`src/common/user_ctrl_pkg.sv`:
```
// Summary of operation
// - Second select closure jumps to memory D in D-only mode
// - Leaving D delayed 1.5/3.5/5.5 s or none
// - Rocker modes: volume, memory select, mixed
// - Mixed mode classes presses short or long
// - Short/long boundary set by programmable threshold
// - Up closure raises gain, down lowers
// - Toggle high raises, low lowers one step
// - Step size 1 to 4 dB
// - Range 0 to 48 dB, clamped both ends
// - Volume loads programmable default at power-up
// - Disabled volume control ignores inputs
// - Each step beeps, up/down tone programmable
// - Limit request gives one limit-kind beep when enabled
// - Six memories, A always valid
// - One or two select lines, momentary/static, pull
// - Momentary: start A, next valid, wrap
// - Momentary active when mode momentary, with D-only off or two lines on
// - D-only momentary: high second line forces D
// - Presses ignored during power-on delay
package user_ctrl_pkg;
	// ************************************************************
	// Register map
	// ************************************************************
	localparam logic [7:0] ADDR_CTRL = 8'h00;
	localparam logic [7:0] ADDR_VOL_CFG = 8'h04;
	localparam logic [7:0] ADDR_BEEP_CFG = 8'h08;
	localparam logic [7:0] ADDR_STATUS = 8'h0C;
	localparam logic [7:0] ADDR_TIMING = 8'h10;
	// Reset values
	localparam logic [31:0] CTRL_RST = 32'h0000_0103;
	localparam logic [31:0] VOL_CFG_RST = 32'h0018_3000;
	localparam logic [31:0] BEEP_CFG_RST = 32'h0000_0000;
	localparam logic [31:0] TIMING_RST = 32'h0000_0000;
	localparam logic [1:0] RESP_OKAY = 2'h0;
	localparam logic [1:0] RESP_SLVERR = 2'h2;
	// ************************************************************
	// Encodings
	// ************************************************************
	typedef enum logic [1:0] {
		ROCK_VOLUME = 2'h0,
		ROCK_MEMORY = 2'h1,
		ROCK_MIXED = 2'h2
	} rocker_mode_t;
	typedef enum logic [1:0] {
		DB_OFF = 2'h0,
		DB_1P5 = 2'h1,
		DB_3P5 = 2'h2,
		DB_5P5 = 2'h3
	} debounce_t;
	localparam logic [2:0] MEM_A = 3'h0;
	localparam logic [2:0] MEM_B = 3'h1;
	localparam logic [2:0] MEM_C = 3'h2;
	localparam logic [2:0] MEM_D = 3'h3;
	localparam int NUM_MEM = 6;
	localparam logic [5:0] VOL_MAX_DB = 6'h30;
	// ************************************************************
	// Timing
	// ************************************************************
	localparam int CLK_HZ = 20_000_000;
	localparam int DB_1P5_MS = 1500;
	localparam int DB_3P5_MS = 3500;
	localparam int DB_5P5_MS = 5500;
	localparam int MS_CYC = CLK_HZ / 1000;
	localparam int TICK_W = 32;
endpackage

```
`src/hdl/switch_sync.sv`:
```
`timescale 1ns/1ps
module switch_sync #(
	parameter int WIDTH = 4
) (
	input wire logic i_core_clk,
	input wire logic i_reset_n,
	input wire logic [WIDTH-1:0] i_async,
	output logic [WIDTH-1:0] o_sync
);
	typedef struct packed {
		logic [WIDTH-1:0] s1;
		logic [WIDTH-1:0] s2;
	} sync_state_t;
	sync_state_t st;
	sync_state_t next_st;
	always_comb begin
		next_st.s1 = i_async;
		next_st.s2 = st.s1;
	end
	always_ff @(posedge i_core_clk) begin
		if (!i_reset_n) begin
			st <= '0;
		end else begin
			st <= next_st;
		end
	end
	assign o_sync = st.s2;
endmodule

```
`src/hdl/user_switch_program_volume_ctrl.sv`:
```
`timescale 1ns/1ps
module user_switch_program_volume_ctrl #(
	parameter int DB_1P5_CYC = user_ctrl_pkg::DB_1P5_MS * user_ctrl_pkg::MS_CYC,
	parameter int DB_3P5_CYC = user_ctrl_pkg::DB_3P5_MS * user_ctrl_pkg::MS_CYC,
	parameter int DB_5P5_CYC = user_ctrl_pkg::DB_5P5_MS * user_ctrl_pkg::MS_CYC,
	parameter int POR_UNIT_CYC = user_ctrl_pkg::MS_CYC,
	parameter int LONG_UNIT_CYC = user_ctrl_pkg::MS_CYC
) (
	input wire logic i_core_clk,
	input wire logic i_reset_n,
	input wire logic i_program_select_line,
	input wire logic i_second_program_select_line,
	input wire logic i_volume_up_input,
	input wire logic i_volume_down_input,
	input wire logic [7:0] i_awaddr,
	input wire logic i_awvalid,
	output logic o_awready,
	input wire logic [31:0] i_wdata,
	input wire logic [3:0] i_wstrb,
	input wire logic i_wvalid,
	output logic o_wready,
	output logic [1:0] o_bresp,
	output logic o_bvalid,
	input wire logic i_bready,
	input wire logic [7:0] i_araddr,
	input wire logic i_arvalid,
	output logic o_arready,
	output logic [31:0] o_rdata,
	output logic [1:0] o_rresp,
	output logic o_rvalid,
	input wire logic i_rready,
	output logic [5:0] o_volume_db,
	output logic [2:0] o_memory,
	output logic o_mem_change,
	output logic [2:0] o_mem_change_idx,
	output logic o_beep_req,
	output logic [1:0] o_beep_kind,
	output logic [3:0] o_beep_tone,
	output logic [3:0] o_beep_level,
	output logic o_audio_enable,
	output logic o_ms_pull_up,
	output logic o_ms2_pull_up
);
	// ************************************************************
	// State
	// ************************************************************
	localparam int TICK_W = user_ctrl_pkg::TICK_W;
	typedef struct packed {
		logic aw_rdy;
		logic w_rdy;
		logic ar_rdy;
		logic aw_got;
		logic w_got;
		logic [7:0] awaddr;
		logic [31:0] wdata;
		logic [3:0] wstrb;
		logic bvalid;
		logic [1:0] bresp;
		logic rvalid;
		logic [31:0] rdata;
		logic [1:0] rresp;
		logic [31:0] ctrl;
		logic [31:0] vol_cfg;
		logic [31:0] beep_cfg;
		logic [31:0] timing;
		logic [5:0] vol;
		logic [2:0] mem;
		logic [2:0] last_mem;
		logic mem_chg;
		logic beep;
		logic [1:0] beep_kind;
		logic [3:0] beep_tone;
		logic [3:0] beep_level;
		logic [3:0] prev_in;
		logic [TICK_W-1:0] por_cnt;
		logic por_done;
		logic [TICK_W-1:0] press_cnt;
		logic [TICK_W-1:0] db_cnt;
		logic db_pend;
		logic init;
	} state_t;
	state_t st;
	state_t next_st;
	logic [3:0] sw;
	switch_sync #(
		.WIDTH(4)
	) u_sync (
		.i_core_clk(i_core_clk),
		.i_reset_n(i_reset_n),
		.i_async({i_volume_down_input, i_volume_up_input,
			i_second_program_select_line, i_program_select_line}),
		.o_sync(sw)
	);
	// ************************************************************
	// Configuration fields
	// ************************************************************
	logic vc_en;
	logic up_beep_en;
	logic lim_beep_en;
	logic toggle_vc;
	user_ctrl_pkg::rocker_mode_t rmode;
	logic mixed_short_mem;
	logic ms_static;
	logic d_only;
	logic ms_pol;
	logic ms2_pol;
	logic two_lines;
	user_ctrl_pkg::debounce_t db_sel;
	logic [5:0] valid_mem;
	logic [2:0] step_db;
	logic [5:0] vol_min;
	logic [5:0] vol_max;
	logic [5:0] vol_def;
	logic [15:0] por_units;
	logic [15:0] long_units;
	always_comb begin
		vc_en = st.ctrl[0];
		up_beep_en = st.ctrl[1];
		lim_beep_en = st.ctrl[2];
		toggle_vc = st.ctrl[3];
		rmode = user_ctrl_pkg::rocker_mode_t'(st.ctrl[5:4]);
		mixed_short_mem = st.ctrl[6];
		ms_static = st.ctrl[7];
		d_only = st.ctrl[8];
		ms_pol = st.ctrl[9];
		ms2_pol = st.ctrl[10];
		two_lines = st.ctrl[11];
		db_sel = user_ctrl_pkg::debounce_t'(st.ctrl[13:12]);
		valid_mem = {st.ctrl[20:16], 1'b1};
		step_db = {1'b0, st.vol_cfg[1:0]} + 3'h1;
		vol_min = st.vol_cfg[13:8];
		vol_max = (st.vol_cfg[21:16] > user_ctrl_pkg::VOL_MAX_DB) ?
			user_ctrl_pkg::VOL_MAX_DB : st.vol_cfg[21:16];
		vol_def = st.vol_cfg[29:24];
		por_units = st.timing[15:0];
		long_units = st.timing[31:16];
	end
	// Next valid memory after cur, wrapping to A, skipping D if asked
	function automatic logic [2:0] next_mem(input logic [2:0] cur,
		input logic [5:0] vm, input logic skip_d);
		logic [2:0] r;
		logic found;
		r = user_ctrl_pkg::MEM_A;
		found = 1'b0;
		for (int i = 1; i < user_ctrl_pkg::NUM_MEM; i++) begin
			if (!found && i > int'(cur) && vm[i] &&
				!(skip_d && i == int'(user_ctrl_pkg::MEM_D))) begin
				r = 3'(i);
				found = 1'b1;
			end
		end
		return r;
	endfunction
	function automatic logic [2:0] valid_or_a(input logic [2:0] m,
		input logic [5:0] vm);
		return vm[m] ? m : user_ctrl_pkg::MEM_A;
	endfunction
	function automatic logic [31:0] wmerge(input logic [31:0] old,
		input logic [31:0] d, input logic [3:0] s);
		logic [31:0] r;
		for (int i = 0; i < 4; i++) begin
			r[i*8 +: 8] = s[i] ? d[i*8 +: 8] : old[i*8 +: 8];
		end
		return r;
	endfunction
	// ************************************************************
	// Next state
	// ************************************************************
	logic ms;
	logic ms2;
	logic up;
	logic dn;
	logic ms_rise;
	logic up_rise;
	logic up_fall;
	logic dn_rise;
	logic dn_fall;
	logic vol_step_up;
	logic vol_step_dn;
	logic mem_step;
	logic [2:0] target;
	logic [TICK_W-1:0] db_len;
	logic d_hold;
	logic [6:0] vsum;
	logic wr_do;
	always_comb begin
		next_st = st;
		next_st.mem_chg = 1'b0;
		next_st.beep = 1'b0;
		ms = sw[0] ^ ms_pol;
		ms2 = sw[1] ^ ms2_pol;
		up = sw[2];
		dn = sw[3];
		next_st.prev_in = {dn, up, ms2, ms};
		ms_rise = ms && !st.prev_in[0];
		up_rise = up && !st.prev_in[2];
		up_fall = !up && st.prev_in[2];
		dn_rise = dn && !st.prev_in[3];
		dn_fall = !dn && st.prev_in[3];
		// Power-on delay
		if (!st.por_done) begin
			if (st.por_cnt >= TICK_W'(por_units) * TICK_W'(POR_UNIT_CYC)) begin
				next_st.por_done = 1'b1;
			end else begin
				next_st.por_cnt = st.por_cnt + 1'b1;
			end
		end
		// Rocker press classification
		vol_step_up = 1'b0;
		vol_step_dn = 1'b0;
		mem_step = 1'b0;
		if (up || dn) begin
			next_st.press_cnt = (&st.press_cnt) ? st.press_cnt :
				st.press_cnt + 1'b1;
		end else begin
			next_st.press_cnt = '0;
		end
		if (st.por_done) begin
			if (toggle_vc) begin
				vol_step_up = up_rise;
				vol_step_dn = up_fall;
			end else if (rmode == user_ctrl_pkg::ROCK_VOLUME) begin
				vol_step_up = up_rise;
				vol_step_dn = dn_rise;
			end else if (rmode == user_ctrl_pkg::ROCK_MEMORY) begin
				mem_step = up_rise || dn_rise;
			end else if (up_fall || dn_fall) begin
				// Classify at release
				if ((st.press_cnt >= TICK_W'(long_units) *
					TICK_W'(LONG_UNIT_CYC)) == mixed_short_mem) begin
					vol_step_up = up_fall;
					vol_step_dn = dn_fall;
				end else begin
					mem_step = 1'b1;
				end
			end
		end
		// Volume stepping
		vsum = {1'b0, st.vol} + {4'h0, step_db};
		if (vc_en && (vol_step_up || vol_step_dn)) begin
			next_st.beep_kind = vol_step_up ? 2'h0 : 2'h1;
			next_st.beep_tone = vol_step_up ? st.beep_cfg[3:0] :
				st.beep_cfg[11:8];
			next_st.beep_level = vol_step_up ? st.beep_cfg[7:4] :
				st.beep_cfg[15:12];
			next_st.beep = up_beep_en;
			if (vol_step_up && st.vol >= vol_max) begin
				next_st.beep = lim_beep_en;
				next_st.beep_kind = 2'h2;
				next_st.beep_tone = st.beep_cfg[19:16];
				next_st.beep_level = st.beep_cfg[23:20];
			end else if (vol_step_dn && st.vol <= vol_min) begin
				next_st.beep = lim_beep_en;
				next_st.beep_kind = 2'h2;
				next_st.beep_tone = st.beep_cfg[19:16];
				next_st.beep_level = st.beep_cfg[23:20];
			end else if (vol_step_up) begin
				next_st.vol = (vsum > {1'b0, vol_max}) ? vol_max :
					vsum[5:0];
			end else begin
				next_st.vol = ({1'b0, st.vol} <
					{1'b0, vol_min} + {4'h0, step_db}) ?
					vol_min : st.vol - {3'h0, step_db};
			end
		end
		if (!st.por_done) begin
			next_st.vol = vol_def;
		end
		// Telecoil exit hold, shared by both D-only modes
		unique case (db_sel)
			user_ctrl_pkg::DB_OFF: db_len = '0;
			user_ctrl_pkg::DB_1P5: db_len = TICK_W'(DB_1P5_CYC);
			user_ctrl_pkg::DB_3P5: db_len = TICK_W'(DB_3P5_CYC);
			user_ctrl_pkg::DB_5P5: db_len = TICK_W'(DB_5P5_CYC);
		endcase
		d_hold = 1'b0;
		next_st.db_pend = 1'b0;
		// Reclosing or expiry clears the count
		next_st.db_cnt = '0;
		if (two_lines && d_only && !ms2 && st.mem == user_ctrl_pkg::MEM_D &&
			st.db_cnt < db_len) begin
			d_hold = 1'b1;
			next_st.db_cnt = st.db_cnt + 1'b1;
			next_st.db_pend = 1'b1;
		end
		// Memory selection
		if (two_lines && ms_static) begin
			if (d_only) begin
				target = ms2 ? user_ctrl_pkg::MEM_D :
					(d_hold ? st.mem :
					(ms ? valid_or_a(user_ctrl_pkg::MEM_B, valid_mem) :
					user_ctrl_pkg::MEM_A));
			end else begin
				target = valid_or_a({1'b0, ms2, ms}, valid_mem);
			end
		end else if (two_lines && d_only) begin
			target = st.mem;
			if (ms2) begin
				target = user_ctrl_pkg::MEM_D;
				if (st.mem != user_ctrl_pkg::MEM_D) begin
					next_st.last_mem = st.mem;
				end
			end else if (st.mem == user_ctrl_pkg::MEM_D) begin
				if (!d_hold) begin
					target = st.last_mem;
				end
			end else if ((ms_rise || mem_step) && st.por_done) begin
				target = next_mem(st.mem, valid_mem, 1'b1);
			end
		end else begin
			target = st.mem;
			if (!ms_static && !d_only && st.por_done &&
				(ms_rise || mem_step)) begin
				target = next_mem(st.mem, valid_mem, 1'b0);
			end else if (ms_static && !two_lines) begin
				target = ms ? valid_or_a(user_ctrl_pkg::MEM_B, valid_mem) :
					user_ctrl_pkg::MEM_A;
			end else if (mem_step && st.por_done) begin
				target = next_mem(st.mem, valid_mem, 1'b0);
			end
		end
		if (target != st.mem || st.init) begin
			next_st.mem = target;
			next_st.mem_chg = 1'b1;
		end
		next_st.init = 1'b0;
		// AXI4-Lite slave
		if (i_awvalid && st.aw_rdy) begin
			next_st.aw_got = 1'b1;
			next_st.awaddr = i_awaddr;
		end
		if (i_wvalid && st.w_rdy) begin
			next_st.w_got = 1'b1;
			next_st.wdata = i_wdata;
			next_st.wstrb = i_wstrb;
		end
		wr_do = st.aw_got && st.w_got && !st.bvalid;
		if (wr_do) begin
			next_st.aw_got = 1'b0;
			next_st.w_got = 1'b0;
			next_st.bvalid = 1'b1;
			next_st.bresp = user_ctrl_pkg::RESP_OKAY;
			unique case (st.awaddr)
				user_ctrl_pkg::ADDR_CTRL:
					next_st.ctrl = wmerge(st.ctrl, st.wdata, st.wstrb);
				user_ctrl_pkg::ADDR_VOL_CFG:
					next_st.vol_cfg = wmerge(st.vol_cfg, st.wdata, st.wstrb);
				user_ctrl_pkg::ADDR_BEEP_CFG:
					next_st.beep_cfg = wmerge(st.beep_cfg, st.wdata, st.wstrb);
				user_ctrl_pkg::ADDR_TIMING:
					next_st.timing = wmerge(st.timing, st.wdata, st.wstrb);
				user_ctrl_pkg::ADDR_STATUS: ;
				default: next_st.bresp = user_ctrl_pkg::RESP_SLVERR;
			endcase
		end
		if (st.bvalid && i_bready) begin
			next_st.bvalid = 1'b0;
		end
		if (i_arvalid && st.ar_rdy) begin
			next_st.rvalid = 1'b1;
			next_st.rresp = user_ctrl_pkg::RESP_OKAY;
			unique case (i_araddr)
				user_ctrl_pkg::ADDR_CTRL: next_st.rdata = st.ctrl;
				user_ctrl_pkg::ADDR_VOL_CFG: next_st.rdata = st.vol_cfg;
				user_ctrl_pkg::ADDR_BEEP_CFG: next_st.rdata = st.beep_cfg;
				user_ctrl_pkg::ADDR_TIMING: next_st.rdata = st.timing;
				user_ctrl_pkg::ADDR_STATUS: next_st.rdata = {19'h0,
					st.db_pend, st.por_done, st.mem, 2'h0, st.vol};
				default: begin
					next_st.rdata = '0;
					next_st.rresp = user_ctrl_pkg::RESP_SLVERR;
				end
			endcase
		end else if (st.rvalid && i_rready) begin
			next_st.rvalid = 1'b0;
		end
		next_st.aw_rdy = !next_st.aw_got && !next_st.bvalid;
		next_st.w_rdy = !next_st.w_got && !next_st.bvalid;
		next_st.ar_rdy = !next_st.rvalid;
	end
	always_ff @(posedge i_core_clk) begin
		if (!i_reset_n) begin
			st <= '0;
			st.ctrl <= user_ctrl_pkg::CTRL_RST;
			st.vol_cfg <= user_ctrl_pkg::VOL_CFG_RST;
			st.beep_cfg <= user_ctrl_pkg::BEEP_CFG_RST;
			st.timing <= user_ctrl_pkg::TIMING_RST;
			st.vol <= user_ctrl_pkg::VOL_CFG_RST[29:24];
			st.init <= 1'b1;
		end else begin
			st <= next_st;
		end
	end
	// ************************************************************
	// Outputs
	// ************************************************************
	assign o_awready = st.aw_rdy;
	assign o_wready = st.w_rdy;
	assign o_bvalid = st.bvalid;
	assign o_bresp = st.bresp;
	assign o_arready = st.ar_rdy;
	assign o_rvalid = st.rvalid;
	assign o_rdata = st.rdata;
	assign o_rresp = st.rresp;
	assign o_volume_db = st.vol;
	assign o_memory = st.mem;
	assign o_mem_change = st.mem_chg;
	assign o_mem_change_idx = st.mem;
	assign o_beep_req = st.beep;
	assign o_beep_kind = st.beep_kind;
	assign o_beep_tone = st.beep_tone;
	assign o_beep_level = st.beep_level;
	assign o_audio_enable = st.por_done;
	assign o_ms_pull_up = st.ctrl[9];
	assign o_ms2_pull_up = st.ctrl[10];
endmodule

```
`config.mk`:
```
export PLATFORM = sky130hd
export DESIGN_NAME = user_switch_program_volume_ctrl
export DESIGN_NICKNAME = d
export VERILOG_FILES = /design/src/common/user_ctrl_pkg.sv /design/src/hdl/switch_sync.sv /design/src/hdl/user_switch_program_volume_ctrl.sv
export SDC_FILE = /design/constraint.sdc
export NUM_CORES = 1
export LEC_CHECK = 0
export ABC_AREA = 1
export BUFFER_PORTS_ARGS = -buffer_cell sky130_fd_sc_hd__buf_4
export CAP_MARGIN = 10
export CORE_UTILIZATION = 45
export DETAILED_ROUTE_END_ITERATION = 7
export GPL_TIMING_DRIVEN = 1
export SYNTH_ARGS = -nofsm -noshare
export SYNTH_HDL_FRONTEND = slang
export SYNTH_HIERARCHICAL = 1
export SYNTH_SLANG_ARGS = --single-unit
export TNS_END_PERCENT = 50
```
`constraint.sdc`:
```
create_clock -name i_core_clk -period 5.9 [get_ports i_core_clk]
set_input_delay 0.295 -clock i_core_clk [delete_from_list [all_inputs] [get_ports i_core_clk]]
set_output_delay 0.295 -clock i_core_clk [all_outputs]
set_load 0.05 [all_outputs]
```
# Yosys cells after proc, flatten, opt, wreduce, memory -nomap -nowiden
# Cells that the tools add are included.
dict set report word_totals {
  out_inout_bits 68
  regBits 350
  inputBits 63
}
dict set report op_classes {
  add_sub_neg 7
  bitwise 5
  reduce_logical 111
  n_mul 2
  n_eq_ne 19
  n_lt_le_gt_ge 14
  muxes 133
}
# op n
set op_table {}
lappend op_table {{$pmux W32 S5} 1}
lappend op_table {{$pmux W32 S4} 1}
lappend op_table {{$add A32 B1 Y32 const B} 3}
lappend op_table {{$mux W1} 90}
lappend op_table {{$mux W3} 22}
lappend op_table {{$ge A32 B31 Y1} 2}
lappend op_table {{$mul A16 B10 Y26 const B} 2}
lappend op_table {{$logic_and A1 B1 Y1} 51}
lappend op_table {{$reduce_and A3 Y1} 17}
lappend op_table {{$mux W6} 8}
lappend op_table {{$eq A8 B4 Y1 const B} 4}
lappend op_table {{$lt A32 B32 Y1} 1}
lappend op_table {{$reduce_and A32 Y1} 1}
lappend op_table {{$logic_not A1 Y1} 25}
lappend op_table {{$mux W11} 2}
lappend op_table {{$eq A8 B3 Y1 const B} 2}
lappend op_table {{$eq A8 B5 Y1 const B} 2}
lappend op_table {{$logic_not A8 Y1} 2}
lappend op_table {{$add A6 B3 Y7} 2}
lappend op_table {{$mux W2} 6}
lappend op_table {{$reduce_or A5 Y1} 2}
lappend op_table {{$mux W4} 2}
lappend op_table {{$reduce_and A2 Y1} 4}
lappend op_table {{$gt A7 B6 Y1} 1}
lappend op_table {{24 further kinds} 38}

# Depth between registers and ports, before layout
# Gate-level depths: netlist of the first run.
dict set report depth {
  word_depth 54
  depth_mapped 49
}

# By module
# Netlist of the first run, hierarchy kept.
# module n_inst cells_each area_per_inst_um2
set by_module_without_submodules {}
lappend by_module_without_submodules {user_switch_program_volume_ctrl 1 3061 22718.0}
lappend by_module_without_submodules {switch_sync 1 25 225.2}

# Least setup slack after synthesis of the first run
# No wires, ideal clock.
dict set report synth_path {
  path_type {register -> register}
  from {register st (netlist bit long_units[4])}
  to {register st (netlist bit o_beep_tone[3])}
  setup_ps 119
  stages_incl_launch_ff 46
  t_required_ps 5781
  setup_slack_ps -599
  arrival_ps 6380
  cell_sequence {dfxtp_1 > inv_1 > fa_1 > inv_1 > ha_1 > inv_1 > fa_1 > inv_1 > ha_1 > inv_1 > fa_1 > inv_1 > ha_1 > nand2_1 > nor3_1 > a21oi_1 > o21ai_0 > nand3_1 > (+10 left out) > nand2_1 > nor3_1 > nand4_1 > nor2_1 > nand2_1 > nand2_1 > nand2_1 > nand2_1 > inv_2 > o31ai_2 > nand2_2 > inv_2 > o21ai_1 > nand2_2 > buf_4 > a21oi_1 > a211oi_1 > nor2_1}
}
dict set report synth_between {
  elab_chain_len 12
  word_cells_on_any_way 22
  cone_classes {mul: 1; order compare: 1; eq/ne: 1; mux: 15; reduce/logical: 4}
}
# element line
set synth_lines {}
lappend synth_lines {{start: declaration} user_switch_program_volume_ctrl.sv:82} ;# state_t st;
lappend synth_lines {{start signal: assignment} user_switch_program_volume_ctrl.sv:391} ;# st <= next_st;
lappend synth_lines {{$mul A16 B10 Y26 (*)} user_switch_program_volume_ctrl.sv:229} ;# if ((st.press_cnt >= TICK_W'(long_units) *
lappend synth_lines {{$ge A32 B31 Y1 (*)} user_switch_program_volume_ctrl.sv:229}
lappend synth_lines {{$eq A1 B1 Y1 (*)} user_switch_program_volume_ctrl.sv:230} ;# TICK_W'(LONG_UNIT_CYC)) == mixed_short_mem) begin
lappend synth_lines {{$mux W1} user_switch_program_volume_ctrl.sv:229}
lappend synth_lines {{$mux W1} user_switch_program_volume_ctrl.sv:227} ;# end else if (up_fall || dn_fall) begin
lappend synth_lines {{$mux W1} user_switch_program_volume_ctrl.sv:225} ;# end else if (rmode == user_ctrl_pkg::ROCK_MEMORY) begin
lappend synth_lines {{$mux W1} user_switch_program_volume_ctrl.sv:222} ;# end else if (rmode == user_ctrl_pkg::ROCK_VOLUME) begin
lappend synth_lines {{$mux W1} user_switch_program_volume_ctrl.sv:219} ;# if (toggle_vc) begin
lappend synth_lines {{$mux W1} user_switch_program_volume_ctrl.sv:218} ;# if (st.por_done) begin
lappend synth_lines {{$mux W4 / $logic_and A1 B1 Y1 (equally long branches)} {user_switch_program_volume_ctrl.sv:242, user_switch_program_volume_ctrl.sv:252}}
lappend synth_lines {{$mux W11} user_switch_program_volume_ctrl.sv:252} ;# end else if (vol_step_dn && st.vol <= vol_min) begin
lappend synth_lines {{$mux W11} user_switch_program_volume_ctrl.sv:247} ;# if (vol_step_up && st.vol >= vol_max) begin
# Mark *: on every way between the ends. The rest lies on a longest branch, timed or not.
# A chain may end at the register's enable or synchronous reset.

# Final worst setup path of the first run
dict set report layout_path {
  from {register st (netlist bit long_units[4])}
  to {register st (netlist bit o_volume_db[0])}
}
dict set report layout_between {
  elab_chain_len 14
  word_cells_on_any_way 28
  cone_classes {mul: 1; order compare: 1; eq/ne: 4; mux: 17; reduce/logical: 5}
}
# element line
set layout_lines {}
lappend layout_lines {{$mul A16 B10 Y26 (*)} user_switch_program_volume_ctrl.sv:229}
lappend layout_lines {{$ge A32 B31 Y1 (*)} user_switch_program_volume_ctrl.sv:229}
lappend layout_lines {{$eq A1 B1 Y1 (*)} user_switch_program_volume_ctrl.sv:230}
lappend layout_lines {{$mux W1} user_switch_program_volume_ctrl.sv:229}
lappend layout_lines {{$mux W1} user_switch_program_volume_ctrl.sv:227}
lappend layout_lines {{$mux W1} user_switch_program_volume_ctrl.sv:225}
lappend layout_lines {{$mux W1} user_switch_program_volume_ctrl.sv:222}
lappend layout_lines {{$mux W1} user_switch_program_volume_ctrl.sv:219}
lappend layout_lines {{$mux W1} user_switch_program_volume_ctrl.sv:218}
lappend layout_lines {{$mux W6} user_switch_program_volume_ctrl.sv:257} ;# end else if (vol_step_up) begin
lappend layout_lines {{$mux W6} user_switch_program_volume_ctrl.sv:252}
lappend layout_lines {{$mux W6} user_switch_program_volume_ctrl.sv:247}
lappend layout_lines {{$mux W6} user_switch_program_volume_ctrl.sv:240} ;# if (vc_en && (vol_step_up || vol_step_dn)) begin
lappend layout_lines {{$mux W6} user_switch_program_volume_ctrl.sv:266} ;# if (!st.por_done) begin
# Mark *: on every way between the ends. The rest lies on a longest branch, timed or not. The select of a mux whose other input is x is not followed.

==> results of run 1 <==
## power by group
part / switching [mW] / internal (mW) / leakage (nW)
clock network: 1.05 / 1.41 / 0.603
registers: 0.0715 / 2.39 / 2.82
logic: 0.265 / 0.150 / 9.79
total: 1.38 / 3.95 / 13.2
## how the worst max path moves through the flow
stage | cells after the start | slack, ns | end | startpoint
finish | 44 | -0.79 | o_volume_db[0] | long_units[4]
detailed placement | 44 | -0.97 | o_volume_db[0] | long_units[5]
floorplan | 45 | -0.31 | o_beep_tone[3] | long_units[4]
global placement | 44 | -0.81 | o_volume_db[0] | long_units[5]
CTS | 44 | -0.83 | o_volume_db[0] | long_units[5]
global route | 50 | -1.18 | o_mem_change | long_units[5]
## final cells by class
cell class	instances	area, µm²	area share (%)
timing repair buffer	394	3130	11.0
clock buffer	55	1120	3.94
inverter	496	1870	6.60
tap	672	841	2.96
sequential	347	6980	24.6
multi-input combinational	2113	14300	50.3
timing repair inverter	1	7.51	0.0265
clock inverter	13	143	0.503
## tightest hold or removal path: cells and delay by family
family	cells	cell delay, ns
compound gates	2	0.17
buf+inv	1	0.08
## synthesized netlist by cell type (8+ instances only)
library cell    n  area [µm²]
nor3_1         55         275
o211ai_1       24         180
nor2_1        371        1390
nor2_4          9         101
a21oi_1       280        1400
nand3_1        81         405
nor4_1         11        68.8
a221oi_1        9        78.8
inv_2          14        52.6
o21ai_1        23         115
nand2_2        11        68.8
nand4_1        35         219
a21o_1          9        67.6
nand2_1       411        1540
buf_4          59         443
o21a_1          8        60.1
dfxtp_1       347        6950
buf_1           8        30.0
a31oi_1        14        87.6
clkbuf_1       66         248
ha_1          248        3100
fa_1           73        1460
nor3b_1        13        97.6
o21ai_0       258        1290
nor2_2          9        56.3
inv_1         475        1780
xor2_1         39         342
o22ai_1        13        81.3
a211oi_1       12        90.1
o2111ai_1      12         105
xnor2_1        27         236
## through the flow
stage          cells  cell area, µm²  worst slack, ns
2_1_floorplan   3091           23200           -0.310
3_3_place_gp    3945           25700           -0.808
3_5_place_dp    3945           25700           -0.972
4_1_cts         4076           27800           -0.828
5_1_grt         4091           28400            -1.18
6_report        4091           28400           -0.792
## logic make-up (layout without fill, tap and decap cells)
kind of cell | after synthesis | after routing | share of synthesized area (%)
buffers and inverters | 631 | 959 | 11.3
DFF | 347 | 347 | 30.3
xor gates and xnor gates | 66 | 66 | 2.52
other | 1 | 6 | 0.0163
adders and majority gates | 321 | 321 | 19.9
and+or+nand+nor | 1033 | 1033 | 19.6
AOI/OAI and AO/OA | 687 | 687 | 16.4
## metal layers
layer  up-vias  wire length [µm]
met3       131              4410
met1     10071             30000
li1      10675                 -
met2       555             32400
met4         0              2670
met5         -                 0
## what timing repair did
| item | in CTS | in global routing |
|---|---|---|
| setup endpoints to repair | 54 | 54 |
| gates resized for setup | 90 | 112 |
| hold buffers | 28 | 0 |
| hold endpoints to repair | 28 | 0 |
| setup buffers | 34 | 18 |
| cloned | 1 | 0 |
| pin swaps | 73 | 49 |
## state kept, by name, indices dropped and copies added, names as in the netlist, 3 cells and up
signal            count
o_beep_level          4
long_units           16
u_sync/next_st        4
por_units            16
o_volume_db           6
o_beep_tone           4
o_mem_change_idx      3
u_sync/o_sync         4
st                  236
o_rdata              32
==> flow_metrics.tcl, run 1 <==
set metrics [dict create \
    status "finished with violations" \
    violations "negative setup slack" \
    ant_nets 0 \
    cpPeakStageDelay_ns 0.55 \
    cp.required_ns 6.33 \
    layout_setup_ws_ns -0.792 \
    insertion_delay_ns 0.57 \
    yosysUniqueCellTypes 59 \
    finalMaxSlewViolations 0 \
    grt.met1_usage_pct 33.3 \
    vias 21432 \
    clock_skew_ns 0.0192 \
    ir_worst_vdd_mv 0.171 \
    hp-start "i_awaddr[2]" \
    whs_ns 0.0255 \
    clockBufferDepth 3 \
    finalHoldViolations 0 \
    cp_common_cell "nand2_2" \
    cts_buffers 40 \
    grt_pass1_vias 20812 \
    final_cell_mix "inv_1, nand2_1, nor2_1, buf_4, dfxtp_1" \
    die_area_mm2 0.0519 \
    reg2reg_slack_ns -0.79 \
    final_core_util_pct 56.4 \
    htree_levels 2 \
    die_y_um 228 \
    final_common_cell "inv_1" \
    relSlewSlack_pct 24.4 \
    grt_pass1_wl_mm 110 \
    drtIter0Drc 1361 \
    io_buffers 128 \
    overflow 0 \
    die_w_um 228 \
    hpwl_mm 52.3 \
    power_density_mw_per_mm2 188 \
    syn_to_final_growth_pct 23.6 \
    drc 0 \
    core_region_area_mm2 0.0503 \
    dr.pass1.iters 6 \
    routed_wl_mm 69.5 \
    viasPerCell 5.24 \
    finalSetupTns_ns -25.00 \
    grt_max_degree 96 \
    power.total_mw 5.33 \
    setup_violations 54 \
    grtUsageTotal_pct 26.3 \
    synth_warnings 6 \
    worstSetupStartpointType "flip-flop" \
    ys_ff_latch 347 \
    clkTransAtPathRegs_ns 0.07 \
    period_share_pct 113 \
    hold_depth 3 \
    timing.rr.end "o_volume_db[0]" \
    reg2regPathDepth 44 \
    diodes 0 \
    yosysSeqAreaShare_pct 30.3 \
    min_path_type "in -> reg" \
    layout-drive-gt1-share_pct 19.7 \
    async_reset_ff_share_pct 0 \
    synth-main-ff-cell "dfxtp_1" \
    cts.sinks 347 \
    min_to "st[331]" \
    r2r-start "long_units[4]" \
    synth_area_mm2 0.0229 \
    synth_edf_count 0 \
    max_freq_ghz 0.149 \
    use_met3_pct 4.28 \
    cts_tree "done" \
    antenna_found_initial 2 \
    top_usage_layer "met2" \
    num_io_pins 131 \
    worstMarginPinSlew_ns 1.13 \
    critical_path_buf_inv_count 8 \
    synthCells 3086 \
    path_max_fanout 4 \
    gp_congestion 0.931 \
    clockRootBuffer "clkbuf_16" \
    start_util_pct 45.6 \
    p_leak_nw 13.2 \
    grt_use_met2_pct 44.7 \
    num_rows 82 \
    worstSetupEndpointType "flip-flop" \
    nFillCells 4722 \
    path_class "reg -> reg" \
    wl_per_cell_um 17.0 \
    cpMaxStageDelayCell "fa_1" \
    critical-path-top-delay-family "adder cells" \
    cap_violations 0 \
    synth.avg_cell_area_um2 7.43 \
    arrival_ns 7.12 \
    min_period_ns 6.69 \
    layout.nets 3777 \
    rsz0062_at_grt "true" \
]
No activity file was read; power rests on OpenSTA's default activity.
==> inputs of run 2 (changes only) <==
--- a/config.mk
+++ b/config.mk
@@ -8,9 +8,13 @@
 export ABC_AREA = 1
 export BUFFER_PORTS_ARGS = -buffer_cell sky130_fd_sc_hd__buf_4
 export CAP_MARGIN = 10
-export CORE_UTILIZATION = 45
+export CELL_PAD_IN_SITES_DETAIL_PLACEMENT = 1
+export CELL_PAD_IN_SITES_GLOBAL_PLACEMENT = 1
+export CORE_MARGIN = 2
+export CORE_UTILIZATION = 42
 export DETAILED_ROUTE_END_ITERATION = 7
 export GPL_TIMING_DRIVEN = 1
+export PLACE_DENSITY_LB_ADDON = 0.1
 export SYNTH_ARGS = -nofsm -noshare
 export SYNTH_HDL_FRONTEND = slang
 export SYNTH_HIERARCHICAL = 1
==> run 2 against run 1 <==
Compared with the run above: the run still ends with negative setup slack left; largest cell class unchanged; power grew 5.0%; combinational power is 7.2% higher; highest routed layer is now met5; non-clock buffer count up 15; critical path depth is 2 lower.
==> flow_metrics.tcl, run 2 (synthesis results as in run 1) <==
set metrics [dict create \
    status "finished with violations" \
    violations "negative setup slack" \
    finalMaxSlewViolations 0 \
    power.total_mw 5.60 \
    largest_register "st" \
    drtIter0Drc 1130 \
    viasPerCell 5.41 \
    cts_buffers 43 \
    core_region_area_mm2 0.0539 \
    insertion_delay_ns 0.59 \
    final_cells 4140 \
    critical_path_buf_inv_count 14 \
    setup_violations 54 \
    cts_tree "done" \
    cts.sinks 347 \
    p_leak_nw 13.5 \
    clkTransAtPathRegs_ns 0.06 \
    largest_reg_flops 236 \
    grt_max_degree 148 \
    finalHoldViolations 0 \
    min_period_ns 6.89 \
    final_core_util_pct 53.7 \
    start_util_pct 42.6 \
    worstSetupStartpointType "flip-flop" \
    cp_common_cell "buf_4" \
    routed_wl_mm 82.0 \
    period_share_pct 117 \
    syn_to_final_growth_pct 26.2 \
    die_y_um 238 \
    ir_worst_vdd_mv 0.176 \
    layout-drive-gt1-share_pct 20.7 \
    cpPeakStageDelay_ns 0.52 \
    critical-path-top-delay-family "adder cells" \
    cpMaxStageDelayCell "fa_1" \
    ant_nets 0 \
    place_ws_ns -1.09 \
    drc 0 \
    power_density_mw_per_mm2 193 \
    final_cell_mix "inv_1, nand2_1, nor2_1, buf_4, dfxtp_1" \
    antenna_found_initial 2 \
    clockRootBuffer "clkbuf_16" \
    worstMarginPinSlew_ns 1.06 \
    htree_levels 2 \
    wl_per_cell_um 19.8 \
    rsz0062_at_grt "true" \
    layout_setup_ws_ns -0.994 \
    num_rows 85 \
    grt_pass1_vias 23805 \
    cap_violations 0 \
    worstSetupEndpointType "flip-flop" \
    gp_congestion 0.893 \
    clockBufferDepth 3 \
    hpwl_mm 61.4 \
    grtUsageTotal_pct 28.7 \
    relSlewSlack_pct 29.0 \
    nFillCells 6571 \
    max_freq_ghz 0.145 \
    grt_pass1_wl_mm 128 \
    arrival_ns 7.41 \
    overflow 0 \
    vias 22381 \
    layout.nets 3795 \
    num_io_pins 131 \
    min_path_type "in -> reg" \
    die_w_um 238 \
    path_max_fanout 4 \
    final_common_cell "inv_1" \
    io_buffers 128 \
    path_class "reg -> reg" \
    clock_skew_ns 0.0148 \
    die_area_mm2 0.0565 \
    dp.cells 3970 \
    cp.required_ns 6.41 \
    dr.pass1.iters 6 \
]
run 2: cell count changes in the layout (fill, tap and decap cells not counted), moves of 5 or more:
cell and delta:
nor3_2 +5, a21oi_2 +10, clkinv_2 +5, nand2_4 +6
nand2_2 -5, a21oi_1 -10, dlygate4sd3_1 +6, nor3_1 -5
o21ai_0 +7, buf_12 +7
run 2: power breakdown:
| group | switching, mW | internal, mW | total, mW |
|---|---|---|---|
| Sequential | 0.0706 | 2.39 | 2.46 |
| Combinational | 0.286 | 0.160 | 0.445 |
| Clock | 1.12 | 1.58 | 2.70 |
| Total | 1.47 | 4.13 | 5.60 |
run 2: routing by layer:
layer | GRT usage, % | vias up | wire [µm]
met5 | 0 | - | 11
met4 | 9.09 | 2 | 2530
met3 | 4.40 | 151 | 3790
met2 | 51.7 | 497 | 41000
met1 | 34.8 | 11009 | 34700
li1 | - | 10722 | -
run 2: final timing paths:
path	startpoint	end	slack [ns]	depth (start not counted)
setup / recovery	long_units[5]	o_volume_db[1]	-0.99	42
hold reg to reg	u_sync/next_st[1]	u_sync/o_sync[1]	0.44	2
hold / removal	i_awaddr[1]	st[330]	0.01	3
setup reg to reg	long_units[5]	o_volume_db[1]	-0.99	42
run 2: timing repair:
action / 4_1_cts / 5_1_grt
resized for setup: 127 / 110
hold buffers: 34 / 0
gates cloned: 1 / 1
endpoints found under the setup margin: 54 / 54
endpoints found under the hold margin: 34 / 0
pin swaps: 55 / 47
buffers inserted: 43 / 16
run 2: worst register-to-register path, delay by kind of cell, from the launching register on:
family | cells | cell delay, ns
flip-flops | 1 | 0.36
AO/OA/AOI/OAI | 9 | 1.18
AND/OR/NAND/NOR | 11 | 1.08
XOR/XNOR | 1 | 0.14
buffers and inverters | 14 | 1.41
adder cells (fa/ha/maj) | 7 | 2.64
run 2: per-stage QoR:
stage	area [µm²]	TNS, ns	hold WS (ns)
2_1_floorplan	23200	-3.68	0.388
3_3_place_gp	25800	-32.55	0.400
3_5_place_dp	25800	-42.81	0.415
4_1_cts	28400	-30.54	0.00249
5_1_grt	28900	-51.99	0.0180
6_report	28900	-31.37	0.0133
run 2: layout make-up:
class / count / area [µm²] / area share (%)
Multi-Input combinational cell: 2113 / 14400 / 49.8
Clock inverter: 17 / 194 / 0.670
Clock buffer: 60 / 1220 / 4.21
Sequential cell: 347 / 6970 / 24.1
Inverter: 496 / 1890 / 6.53
Antenna cell: 1 / 2.50 / 0.00864
Tap cell: 696 / 871 / 3.01
Timing Repair inverter: 1 / 7.51 / 0.0259
Timing Repair Buffer: 409 / 3370 / 11.6
